File: config.mk
export PLATFORM = sky130hd
export DESIGN_NAME = mcg_master_clock
export DESIGN_NICKNAME = d
export VERILOG_FILES = /design/src/verilog/mcg_pkg.sv /design/src/verilog/mcg_nco.sv /design/src/verilog/mcg_master_clock.sv
export SDC_FILE = /design/constraint.sdc
export NUM_CORES = 1
export LEC_CHECK = 0
export ABC_CLOCK_PERIOD_IN_PS = 5580
export BUFFER_PORTS_ARGS = -buffer_cell sky130_fd_sc_hd__buf_2
export CORE_MARGIN = 4
export CORE_UTILIZATION = 33
export DETAILED_ROUTE_END_ITERATION = 8
export GPL_ROUTABILITY_DRIVEN = 1
export SLEW_MARGIN = 20
export SYNTH_ARGS = -nofsm -noshare
export SYNTH_HDL_FRONTEND = slang
export SYNTH_HIERARCHICAL = 1
export SYNTH_SLANG_ARGS = --single-unit
File: constraint.sdc
create_clock -name pclk -period 5.58 [get_ports pclk]
set_clock_uncertainty 0.2 [all_clocks]
set_input_delay 0.558 -clock pclk [delete_from_list [all_inputs] [get_ports pclk]]
set_output_delay 0.558 -clock pclk [all_outputs]
set_load 0.005 [all_outputs]
File: src/verilog/mcg_pkg.sv
/*
 * Constants for the master clock generator: register map, field layout,
 * reset values, mode codes and loop tuning figures.
 * Assumes a 32-bit APB register bus with byte addresses.
 */
package mcg_pkg;

   // ==========================================================================
   // Register map (byte addresses)
   localparam logic [11:0] MCG_CFG_OFFSET = 12'h000;
   localparam logic [11:0] MCG_SYS1_OFFSET = 12'h004;
   localparam logic [11:0] MCG_STATUS_OFFSET = 12'h008;

   // ==========================================================================
   // Clock configuration register fields
   localparam int MCG_SEL_LSB = 0;
   localparam int MCG_SEL_W = 2;
   localparam int MCG_IDIV_LSB = 4;
   localparam int MCG_IDIV_W = 2;
   localparam int MCG_ODIV_LSB = 8;
   localparam int MCG_ODIV_W = 4;
   localparam int MCG_MUL_LSB = 16;
   localparam int MCG_MUL_W = 8;

   // Largest usable settings of the two prescalers
   localparam logic [MCG_IDIV_W-1:0] MCG_IDIV_MAX = 2'h3;
   localparam logic [MCG_ODIV_W-1:0] MCG_ODIV_MAX = 4'hE;

   // ==========================================================================
   // System configuration one register and status register fields
   localparam int MCG_HALVE_BIT = 0;
   localparam int MCG_STAT_LOCK_BIT = 0;
   localparam int MCG_STAT_LOOP_BIT = 1;
   localparam int MCG_STAT_MODE_LSB = 4;

   // ==========================================================================
   // Reset values: bypass, both prescalers at one
   localparam logic [MCG_SEL_W-1:0] MCG_SEL_RESET = 2'h0;
   localparam logic [MCG_IDIV_W-1:0] MCG_IDIV_RESET = 2'h0;
   localparam logic [MCG_ODIV_W-1:0] MCG_ODIV_RESET = 4'h0;
   localparam logic [MCG_MUL_W-1:0] MCG_MUL_RESET = 8'h00;
   localparam logic MCG_HALVE_RESET = 1'b0;

   // ==========================================================================
   // Source select codes; the low bit is ignored unless the high bit is set
   typedef enum logic [1:0]
   {
      MCG_MODE_BYPASS = 2'b00,
      MCG_MODE_BYPASS_ALT = 2'b01,
      MCG_MODE_PRESCALE = 2'b10,
      MCG_MODE_LOOP = 2'b11
   } mcg_mode_e;

   // ==========================================================================
   // Digital loop tuning
   localparam int MCG_ACC_W = 24;
   localparam logic [MCG_ACC_W-1:0] MCG_INC_RESET = 24'h100000;
   localparam logic [MCG_ACC_W-1:0] MCG_INC_STEP = 24'h000400;
   localparam int MCG_LOCK_RUNS = 8;

endpackage

File: src/verilog/mcg_nco.sv
/*
 * Numerically controlled oscillator and frequency-tracking loop.
 * Assumes ref_tick pulses once per reference half period and that
 * the target count is stable while the loop runs.
 */
`timescale 1ns/100ps
`default_nettype none

module mcg_nco #(
   parameter int ACC_W = mcg_pkg::MCG_ACC_W,
   parameter int CNT_W = mcg_pkg::MCG_MUL_W + 1,
   parameter int LOCK_RUNS = mcg_pkg::MCG_LOCK_RUNS
)
(
   // Clock and reset
   input wire logic pclk,
   input wire logic presetn,
   // Loop control
   input wire logic enable,
   input wire logic ref_tick,
   input wire logic [CNT_W-1:0] target,
   // Loop outputs
   output logic vco_toggle,
   output logic locked
);
   import mcg_pkg::*;

   logic [ACC_W-1:0] acc_reg, acc_next;
   logic [ACC_W-1:0] inc_reg, inc_next;
   logic [CNT_W-1:0] cnt_reg, cnt_next;
   logic [3:0] run_reg, run_next;
   logic toggle_reg, toggle_next;
   logic locked_reg, locked_next;
   logic [ACC_W-1:0] acc_sum;

   // ==========================================================================
   // Next state
   always_comb
   begin
      acc_sum = acc_reg + inc_reg;
      acc_next = enable ? acc_sum : acc_reg;
      toggle_next = enable && (acc_sum[ACC_W-1] != acc_reg[ACC_W-1]);
      inc_next = inc_reg;
      cnt_next = cnt_reg;
      run_next = run_reg;
      locked_next = locked_reg;
      if (!enable)
      begin
         cnt_next = '0;
         run_next = '0;
         locked_next = 1'b0;
      end
      else if (ref_tick)
      begin
         // One step per reference tick keeps frequency changes gradual
         cnt_next = CNT_W'(toggle_next);
         if (cnt_reg < target && inc_reg <= ~MCG_INC_STEP)
            inc_next = inc_reg + MCG_INC_STEP;
         else if (cnt_reg > target && inc_reg > MCG_INC_STEP)
            inc_next = inc_reg - MCG_INC_STEP;
         if (cnt_reg == target)
         begin
            if (run_reg != 4'(LOCK_RUNS))
               run_next = run_reg + 4'h1;
         end
         else
            run_next = '0;
         locked_next = (run_next == 4'(LOCK_RUNS));
      end
      else if (toggle_next && cnt_reg != {CNT_W{1'b1}})
         cnt_next = cnt_reg + CNT_W'(1);
   end

   // ==========================================================================
   // Registers
   always_ff @(posedge pclk or negedge presetn)
   begin
      if (!presetn)
      begin
         acc_reg <= '0;
         inc_reg <= MCG_INC_RESET;
         cnt_reg <= '0;
         run_reg <= '0;
         toggle_reg <= 1'b0;
         locked_reg <= 1'b0;
      end
      else
      begin
         acc_reg <= acc_next;
         inc_reg <= inc_next;
         cnt_reg <= cnt_next;
         run_reg <= run_next;
         toggle_reg <= toggle_next;
         locked_reg <= locked_next;
      end
   end

   assign vco_toggle = toggle_reg;
   assign locked = locked_reg;

endmodule

`default_nettype wire

File: src/verilog/mcg_master_clock.sv
/*
 * Master clock generator with APB register access.
 * Assumes the oscillator input is synchronous to pclk and toggles at most
 * once per pclk cycle; all generated clocks are sampled levels on pclk.
 */
// Overview of operation
// - Select code 0x divides oscillator by input times output prescale values.
// - Both prescalers zero in bypass: master clock copies oscillator high/low.
// - Input prescale up to 3, output up to 14, slowest divide 60.
// - Select code 11 runs loop: oscillator times multiply over both prescales.
// - Loop keeps tracking oscillator, changing frequency gradually, never abruptly.
// - One writable configuration register selects bypass, prescaler or loop.
// - CPU clock equals master or half; peripheral clock equals CPU clock.
`timescale 1ns/100ps
`default_nettype none

module mcg_master_clock #(
   parameter int MUL_W = mcg_pkg::MCG_MUL_W,
   parameter int LOCK_RUNS = mcg_pkg::MCG_LOCK_RUNS
)
(
   // Clock and reset
   input wire logic pclk,
   input wire logic presetn,
   // APB slave
   input wire logic [11:0] paddr,
   input wire logic psel,
   input wire logic penable,
   input wire logic pwrite,
   input wire logic [31:0] pwdata,
   output logic [31:0] prdata,
   output logic pready,
   output logic pslverr,
   // Oscillator
   input wire logic oscillator_input_pin,
   // Generated clocks and status
   output logic master_clock,
   output logic cpu_clock,
   output logic peripheral_system_clock,
   output logic pll_locked
);
   import mcg_pkg::*;

   // ==========================================================================
   // Decoding helpers
   function automatic logic is_loop(input logic [MCG_SEL_W-1:0] sel);
      is_loop = (mcg_mode_e'(sel) == MCG_MODE_LOOP);
   endfunction

   function automatic logic is_mapped(input logic [11:0] addr);
      is_mapped = (addr == MCG_CFG_OFFSET) || (addr == MCG_SYS1_OFFSET) ||
                  (addr == MCG_STATUS_OFFSET);
   endfunction

   // ==========================================================================
   // Declarations
   logic [MCG_SEL_W-1:0] sel_reg, sel_next;
   logic [MCG_IDIV_W-1:0] idiv_reg, idiv_next;
   logic [MCG_ODIV_W-1:0] odiv_reg, odiv_next;
   logic [MUL_W-1:0] mul_reg, mul_next;
   logic halve_reg, halve_next;
   logic pready_reg, pready_next;
   logic pslverr_reg, pslverr_next;
   logic [31:0] prdata_reg, prdata_next;
   logic osc_prev_reg;
   logic [MCG_IDIV_W-1:0] in_cnt_reg, in_cnt_next;
   logic [MCG_ODIV_W-1:0] out_cnt_reg, out_cnt_next;
   logic master_reg, master_next;
   logic cpu_reg, cpu_next;
   logic sys_reg;
   logic locked_reg;
   logic osc_edge;
   logic ref_tick;
   logic src_event;
   logic vco_toggle;
   logic nco_locked;
   logic loop_on;
   logic commit;
   logic [MCG_ODIV_W-1:0] odiv_wr;
   logic [31:0] cfg_view;
   logic [31:0] sys1_view;
   logic [31:0] status_view;

   // ==========================================================================
   // Register views
   always_comb
   begin
      cfg_view = '0;
      cfg_view[MCG_SEL_LSB +: MCG_SEL_W] = sel_reg;
      cfg_view[MCG_IDIV_LSB +: MCG_IDIV_W] = idiv_reg;
      cfg_view[MCG_ODIV_LSB +: MCG_ODIV_W] = odiv_reg;
      cfg_view[MCG_MUL_LSB +: MUL_W] = mul_reg;
      sys1_view = '0;
      sys1_view[MCG_HALVE_BIT] = halve_reg;
      status_view = '0;
      status_view[MCG_STAT_LOCK_BIT] = locked_reg;
      status_view[MCG_STAT_LOOP_BIT] = loop_on;
      status_view[MCG_STAT_MODE_LSB +: MCG_SEL_W] = sel_reg;
   end

   // ==========================================================================
   // APB slave: one wait state, answer registered
   assign commit = psel && penable && pready_reg;
   assign odiv_wr = pwdata[MCG_ODIV_LSB +: MCG_ODIV_W];

   always_comb
   begin
      pready_next = psel && penable && !pready_reg;
      pslverr_next = pready_next && !is_mapped(paddr);
      prdata_next = prdata_reg;
      if (pready_next)
      begin
         if (pwrite || !is_mapped(paddr))
            prdata_next = '0;
         else if (paddr == MCG_CFG_OFFSET)
            prdata_next = cfg_view;
         else if (paddr == MCG_SYS1_OFFSET)
            prdata_next = sys1_view;
         else
            prdata_next = status_view;
      end
      sel_next = sel_reg;
      idiv_next = idiv_reg;
      odiv_next = odiv_reg;
      mul_next = mul_reg;
      halve_next = halve_reg;
      if (commit && pwrite && paddr == MCG_CFG_OFFSET)
      begin
         // A single register picks the mechanism and every factor but the CPU halving
         sel_next = pwdata[MCG_SEL_LSB +: MCG_SEL_W];
         idiv_next = pwdata[MCG_IDIV_LSB +: MCG_IDIV_W];
         // Output prescale saturates at its largest legal setting
         odiv_next = (odiv_wr > MCG_ODIV_MAX) ? MCG_ODIV_MAX : odiv_wr;
         mul_next = pwdata[MCG_MUL_LSB +: MUL_W];
      end
      if (commit && pwrite && paddr == MCG_SYS1_OFFSET)
         halve_next = pwdata[MCG_HALVE_BIT];
   end

   always_ff @(posedge pclk or negedge presetn)
   begin
      if (!presetn)
      begin
         pready_reg <= 1'b0;
         pslverr_reg <= 1'b0;
         prdata_reg <= '0;
         sel_reg <= MCG_SEL_RESET;
         idiv_reg <= MCG_IDIV_RESET;
         odiv_reg <= MCG_ODIV_RESET;
         mul_reg <= MCG_MUL_RESET;
         halve_reg <= MCG_HALVE_RESET;
      end
      else
      begin
         pready_reg <= pready_next;
         pslverr_reg <= pslverr_next;
         prdata_reg <= prdata_next;
         sel_reg <= sel_next;
         idiv_reg <= idiv_next;
         odiv_reg <= odiv_next;
         mul_reg <= mul_next;
         halve_reg <= halve_next;
      end
   end

   // ==========================================================================
   // Input prescaler: counts oscillator half periods
   // Counting both edges lets a divide of one reproduce the input duty cycle.
   assign osc_edge = oscillator_input_pin ^ osc_prev_reg;
   assign loop_on = is_loop(sel_reg);

   always_comb
   begin
      ref_tick = 1'b0;
      in_cnt_next = in_cnt_reg;
      if (osc_edge)
      begin
         if (in_cnt_reg >= idiv_reg)
         begin
            in_cnt_next = '0;
            ref_tick = 1'b1;
         end
         else
            in_cnt_next = in_cnt_reg + 1'b1;
      end
   end

   // ==========================================================================
   // Loop oscillator: tracks the prescaled reference
   mcg_nco #(
      .ACC_W(MCG_ACC_W),
      .CNT_W(MUL_W + 1),
      .LOCK_RUNS(LOCK_RUNS)
   ) u_nco (
      .pclk(pclk),
      .presetn(presetn),
      .enable(loop_on),
      .ref_tick(ref_tick),
      .target({1'b0, mul_reg} + (MUL_W + 1)'(1)),
      .vco_toggle(vco_toggle),
      .locked(nco_locked)
   );

   // ==========================================================================
   // Output prescaler and derived clocks
   always_comb
   begin
      // Bypass and prescale take reference ticks, the loop its own toggles
      src_event = loop_on ? vco_toggle : ref_tick;
      out_cnt_next = out_cnt_reg;
      master_next = master_reg;
      if (src_event)
      begin
         if (out_cnt_reg >= odiv_reg)
         begin
            out_cnt_next = '0;
            // Outside loop mode, with both factors one, each oscillator edge flips the output
            master_next = !master_reg;
         end
         else
            out_cnt_next = out_cnt_reg + 1'b1;
      end
      if (halve_reg)
         cpu_next = (master_next && !master_reg) ? !cpu_reg : cpu_reg;
      else
         cpu_next = master_next;
   end

   always_ff @(posedge pclk or negedge presetn)
   begin
      if (!presetn)
      begin
         osc_prev_reg <= 1'b0;
         in_cnt_reg <= '0;
         out_cnt_reg <= '0;
         master_reg <= 1'b0;
         cpu_reg <= 1'b0;
         sys_reg <= 1'b0;
         locked_reg <= 1'b0;
      end
      else
      begin
         osc_prev_reg <= oscillator_input_pin;
         in_cnt_reg <= in_cnt_next;
         out_cnt_reg <= out_cnt_next;
         master_reg <= master_next;
         cpu_reg <= cpu_next;
         sys_reg <= cpu_next;
         locked_reg <= nco_locked && loop_on;
      end
   end

   // ==========================================================================
   // Outputs
   assign prdata = prdata_reg;
   assign pready = pready_reg;
   assign pslverr = pslverr_reg;
   assign master_clock = master_reg;
   assign cpu_clock = cpu_reg;
   assign peripheral_system_clock = sys_reg;
   assign pll_locked = locked_reg;

endmodule

`default_nettype wire

==> results of run 1 <==
through the flow:
step	std cells	util	total power, mW	cell area, µm²	setup slack (ns)
after floorplan	565	-	0.703	5500	2.51
after global placement	809	0.367	0.735	5870	1.54
after detailed placement	809	0.367	0.736	5870	1.45
after CTS	826	0.387	1.38	6190	1.39
after global routing	826	0.387	1.42	6190	1.32
final	826	0.387	1.36	6190	1.78
metal layers:
| layer | part of all wire | up-vias | global-route usage |
|---|---|---|---|
| met5 | 0 | - | 0 |
| met4 | 0.014 | 0 | 0.0431 |
| met3 | 0.064 | 13 | 0.0418 |
| met2 | 0.46 | 104 | 0.211 |
| met1 | 0.46 | 2026 | 0.172 |
| li1 | - | 2093 | - |
synth_stat cells (3+ instances only):
cell type / count
or3_1: 3
a211oi_1: 4
a31oi_1: 3
o21a_1: 7
nor2b_1: 3
o21ai_0: 22
ha_1: 37
xor2_1: 15
clkbuf_1: 9
or4_1: 3
nand2_1: 49
nand3_1: 16
mux2_4: 8
xnor2_1: 21
a22o_1: 12
o31ai_1: 5
mux2_1: 8
a21o_1: 5
nand4_1: 12
mux2_2: 11
o21ai_1: 6
buf_6: 3
and3_1: 6
and4_1: 4
inv_1: 25
nand3b_1: 3
dfrtp_1: 86
nand2b_1: 8
o211ai_1: 4
nor3_1: 12
and2_1: 6
a21oi_1: 29
buf_4: 17
nor2_1: 31
nor4_1: 5
o21bai_1: 5
logic make-up (layout without fill, tap and decap cells):
kind of cell / count (synthesis) / after routing
AO/OA/AOI/OAI: 125 / 125
XOR/XNOR: 36 / 36
adder cells (fa/ha/maj): 38 / 38
buffers and inverters: 56 / 101
flip-flops: 87 / 87
multiplexers: 29 / 29
other: 1 / 16
AND/OR/NAND/NOR: 178 / 178
power by group through the flow:
stage          Clock (mW)  Combinational (mW)  Sequential (mW)
6_report            0.632              0.0736            0.650
5_1_grt             0.686              0.0833            0.652
4_1_cts             0.657              0.0751            0.650
3_5_place_dp            0              0.0747            0.661
3_3_place_gp            0              0.0742            0.661
2_1_floorplan           0              0.0417            0.661
path summary, 6_finish.rpt:
| check | start | endpoint |
|---|---|---|
| setup reg to reg | mul_reg[0] | u_nco/inc_reg[23] |
| hold / removal | oscillator_input_pin | osc_prev_reg |
| setup / recovery | mul_reg[0] | u_nco/inc_reg[23] |
| hold reg to reg | prdata[1] | prdata[1] |
| min in group asynchronous | presetn | mul_reg[6] |
| max in group asynchronous | presetn | u_nco/acc_reg[18] |
cell usage in the layout, fill, tap and decap left out, types with 6 or more instances in the layout:
cell	n
mux2_2	11
o21ai_1	6
ha_1	37
xor2_1	15
nand3_1	16
clkbuf_16	9
nand2_1	49
inv_1	25
a21oi_1	29
nand2b_1	8
nand4_1	12
and2_1	6
nor2_1	30
xnor2_1	21
dfrtp_1	86
o21ai_0	22
mux2_1	8
mux2_4	8
o21a_1	7
nor3_1	12
conb_1	16
and3_1	6
buf_2	54
a22o_1	12
cell type report:
class,instances,area share
repair buffers,60,0.0513
multi-input cells,422,0.488
clock inverters,7,0.0139
flip-flops and latches,87,0.352
well taps,216,0.0436
inverters,25,0.0152
clock buffers,9,0.0364
what timing repair did:
item	in CTS	in global routing
endpoints found under the hold margin	33	0
hold buffers	1	0
buffers inserted	0	0
==> results_dict.tcl, run 1 <==
set metrics [dict create \
    status "completed" \
    worstPathCellList "ha_1, nand3_1, nor2_1, xor2_1, inv_1, ha_1, a211oi_1, a311oi_2, nor2_2, o21ai_0, buf_4, o21bai_1, xnor2_1" \
    maxCapViolations 0 \
    sw_frac_of_total 0.242 \
    max-vdd-ir-drop_mv 0.127 \
    cts_buffer_depth 2 \
    period_share 0.681 \
    layout-drive-gt1-share 0.185 \
    synthDistinctLibCells 70 \
    fmax_mhz 263 \
    dpl.hpwl_um 8850 \
    die_height_um 136 \
    cp-start-kind "register" \
    p_clk_frac 0.466 \
    vias 4236 \
    nets 693 \
    synth_compound_area_frac 0.156 \
    path_depth 13 \
    netlist.area_leader.share 0.396 \
    syn-instance-count 550 \
    synth_area_leaders "dfrtp_1, ha_1, nand2_1" \
    synthSimpleGateAreaFrac 0.176 \
    routedWlPerCell_um 14.2 \
    wl_um 11700 \
    rows 46 \
    crit_slowest_cell "nor2_2" \
    switchingPower_mw 0.328 \
    gp_congestion 0.840 \
    port-buffer-count 55 \
    dr.pass1.iters 4 \
    seqPwrFrac 0.479 \
    critPathMaxStageDelay_ns 0.57 \
    cts_resized 0 \
    n_fill_cell 1622 \
    ant_nets 0 \
    postSynth.asyncResetShare 1.00 \
    setup_viol 0 \
    antenna_found_initial 0 \
    clk_pin_slew_worst_paths_ns 0.07 \
    crit_path_max_fanout 19 \
    yosysSeqAreaShare 0.400 \
    worst_skew_pair.late_latency_ns 0.35 \
    drt_iter0_drc 235 \
    powerDensity_nw_per_um2 219 \
    hold_path.class "input pin to register" \
    synthAdderAreaFrac 0.0888 \
    p_int_mw 1.03 \
    finalHoldViolations 0 \
    grt_max_degree 54 \
    core_um2 16000 \
    synth_mux_area_frac 0.0651 \
    post-route-min-period_ns 3.80 \
    grt_pass1_vias 4171 \
    cp.arrival_ns 3.82 \
    ys_ff_latch 87 \
    die_area_um2 18600 \
    die_w_um 136 \
    seqCellArea_um2 2180 \
    crit_required_ns 5.60 \
    rsz0062_at_grt "false" \
    crit_path_frequent_cell "ha_1" \
    synth-xor-area-share 0.0580 \
    start_util 0.340 \
    critical-path-top-delay-family "compound AO/OA/AOI/OAI gates" \
    maxSlewViolCount 0 \
    worst_slew_pin_slew_ns 0.846 \
    cts_root_buf "clkbuf_16" \
    synth_top_family_by_area "simple AND/OR/NAND/NOR gates" \
    synth_edf_count 0 \
    synth_top_area_cell "dfrtp_1" \
    syn_area_um2 5440 \
    min_path_cells 1 \
    drc 0 \
    syn_area_per_cell_um2 9.89 \
    largest_register_ffs 16 \
    worst_r2r_path_depth 13 \
    viasPerCell 5.13 \
    synth_warnings 6 \
    cts_tree "done" \
    numCtsBuffers 9 \
    whs_ns 0.139 \
    fin_setup_tns_ns 0 \
    end_kind "register" \
    r2r_slack_ns 1.78 \
    grt_pass1_wl_um 20000 \
    ys.flop_type "dfrtp_1" \
    antenna_cells 0 \
    path_class "register to register" \
    multi_input_area_um2 3020 \
    cts_sinks 87 \
    io_pins 88 \
    track_usage 0.133 \
    grt_overflow 0 \
    ctsHtreeMaxLevel 3 \
    leakagePower_nw 3.02 \
    area_growth_syn_to_layout_pct 13.8 \
    cp_num_buf_inv 2 \
    maxSlewHeadroom 0.436 \
    power_frac_comb 0.054 \
]
No activity file was read; power rests on OpenSTA's default activity.
==> run 2: changes to the inputs <==
- ABC_AREA: unset -> 1
- ABC_CLOCK_PERIOD_IN_PS: 5580 -> 3970
- clock period: 5.58 -> 3.97 ns (I/O delays scaled with it)
==> results_dict.tcl, run 2 <==
set metrics [dict create \
    area_growth_syn_to_layout_pct 11.1 \
    powerDensity_nw_per_um2 299 \
    nets 969 \
    dr.pass1.iters 4 \
    largest_register_ffs 16 \
    status "completed" \
    cts_tree "done" \
    synthDistinctLibCells 45 \
    cts_buffer_depth 2 \
    routedWlPerCell_um 11.7 \
    cts_hold_buf 2 \
    antenna_cells 0 \
    gp_congestion 0.801 \
    fin_util 0.375 \
    hold_path.class "input pin to register" \
    netlist.area_leader.share 0.354 \
    wl_um 13000 \
    layout-drive-gt1-share 0.139 \
    switchingPower_mw 0.569 \
    p_clk_frac 0.405 \
    ys_ff_latch 87 \
    clk_pin_slew_worst_paths_ns 0.07 \
    start_util 0.337 \
    worst_r2r_path_depth 18 \
    core_um2 18000 \
    fmax_mhz 345 \
    syn-instance-count 830 \
    grt_pass1_vias 4840 \
    pre_cts_ws_ns 1.07 \
    yosysSeqAreaShare 0.358 \
    fin_setup_tns_ns 0 \
    period_share 0.730 \
    vias 5037 \
    crit_required_ns 4.00 \
    synth_warnings 6 \
    fin_ws_ns 1.07 \
    finalHoldViolations 0 \
    worst_skew_pair.late_latency_ns 0.34 \
    die_area_um2 20700 \
    die_w_um 144 \
    postSynth.asyncResetShare 1.00 \
    mostFrequentLayoutCells "nand2_1, inv_1, dfrtp_1, nand3_1, nor2_1" \
    ant_nets 0 \
    grt_max_degree 60 \
    synth_top_area_cell "dfrtp_1" \
    numCtsBuffers 9 \
    leakagePower_nw 3.69 \
    power_frac_comb 0.116 \
    grt_pass1_wl_um 22700 \
    cts_root_buf "clkbuf_16" \
    track_usage 0.133 \
    min_to "mul_reg[1]" \
    path_class "register to register" \
    r2r-end "u_nco/inc_reg[11]" \
    crit_path_max_fanout 15 \
    synth_edf_count 0 \
    maxCapViolations 0 \
    cts_sinks 87 \
    maxSlewViolCount 0 \
    ctsHtreeMaxLevel 3 \
    max-vdd-ir-drop_mv 0.188 \
    rsz0062_at_grt "false" \
    cp-start-kind "register" \
    drc 0 \
    syn_area_per_cell_um2 7.33 \
    port-buffer-count 55 \
    antenna_found_initial 0 \
    worst_slew_pin_slew_ns 0.769 \
    rows 49 \
    die_height_um 144 \
    io_pins 88 \
    synth_area_leaders "dfrtp_1, nand2_1, ha_1" \
    end_kind "register" \
    grt_overflow 0 \
    drt_iter0_drc 251 \
    hold_start "pwdata[17]" \
    ys.flop_type "dfrtp_1" \
    syn_area_um2 6080 \
    viasPerCell 4.52 \
    whs_ns 0.0710 \
    p_int_mw 1.45 \
    min_path_cells 3 \
    yosysMostFrequentCell "nand2_1" \
    n_fill_cell 1918 \
    netlist_top_cells_count "nand2_1, inv_1, dfrtp_1" \
    setup_viol 0 \
    seqPwrFrac 0.478 \
    final_common_cell "nand2_1" \
    power.total_mw 2.02 \
    sw_frac_of_total 0.281 \
    maxSlewHeadroom 0.487 \
    r2r_slack_ns 1.07 \
    post-route-min-period_ns 2.90 \
    cts_resized 0 \
    post_cts_buffers 0 \
    dpl.hpwl_um 9720 \
    reg2reg_from "mul_reg[2]" \
    cp.arrival_ns 2.93 \
]
run 2: worst max-delay path, stage by stage (launching register included):
cell and delay, ns:
dfrtp_1 0.42, nand3_1 0.14, nor2_1 0.12, nand2_1 0.09
nor3_1 0.19, xor2_1 0.18, inv_1 0.06, ha_1 0.27
nand2_1 0.06, nor2_1 0.14, nand3_1 0.21, nand2_1 0.12
inv_1 0.04, nand2_1 0.09, nand2_4 0.06, nand2_4 0.17
inv_4 0.11, nand2_1 0.08, nand2_1 0.05
run 2: metrics by stage:
stage,instance area [µm²],std cells
2_1_floorplan,6140,845
3_3_place_gp,6460,1097
3_5_place_dp,6460,1097
4_1_cts,6760,1115
5_1_grt,6760,1115
6_report,6760,1115
run 2: power groups by stage:
stage,sequential (mW),combinational [mW],clock [mW]
finish,0.967,0.236,0.820
global route,0.973,0.283,0.881
CTS,0.967,0.241,0.846
detailed placement,0.985,0.238,0
global placement,0.981,0.235,0
floorplan,0.974,0.169,0
run 2: worst max-delay path by stage:
stage                    start                end  slack [ns]  depth (start not counted)
finish              mul_reg[2]  u_nco/inc_reg[11]        1.07                         18
global route        mul_reg[2]  u_nco/inc_reg[11]        0.73                         18
CTS                 mul_reg[2]  u_nco/inc_reg[11]        1.04                         18
detailed placement  mul_reg[2]  u_nco/inc_reg[11]        1.07                         18
global placement    mul_reg[2]  u_nco/inc_reg[11]        1.08                         18
floorplan           mul_reg[2]  u_nco/inc_reg[15]        1.49                         19
run 2: cells by family (layout without fill, tap and decap cells):
group           count (synthesis)  in the layout  share of synthesized area
flops                          87             87                      0.358
simple gates                  464            464                      0.335
buf+inv                       139            180                      0.109
compound gates                 65             65                     0.0661
other cells                     1             16                   0.000617
fa+ha+maj                      38             38                     0.0794
xor+xnor                       36             36                     0.0519
run 2: final cells by class:
type / count / area, µm² / area share
Multi-Input combinational cell: 619 / 3300 / 0.488
Timing Repair Buffer: 60 / 320 / 0.0474
Clock inverter: 6 / 52.6 / 0.00778
Tap cell: 229 / 287 / 0.0424
Inverter: 104 / 393 / 0.0581
Sequential cell: 87 / 2180 / 0.322
Clock buffer: 10 / 229 / 0.0339
run 2: layer usage:
metal | part of all wire | vias up | global-route usage
met3 | 0.044 | 4 | 0.0276
li1 | - | 2695 | -
met4 | 0.0040 | 0 | 0.0233
met2 | 0.45 | 84 | 0.219
met5 | 0 | - | 0
met1 | 0.50 | 2254 | 0.183
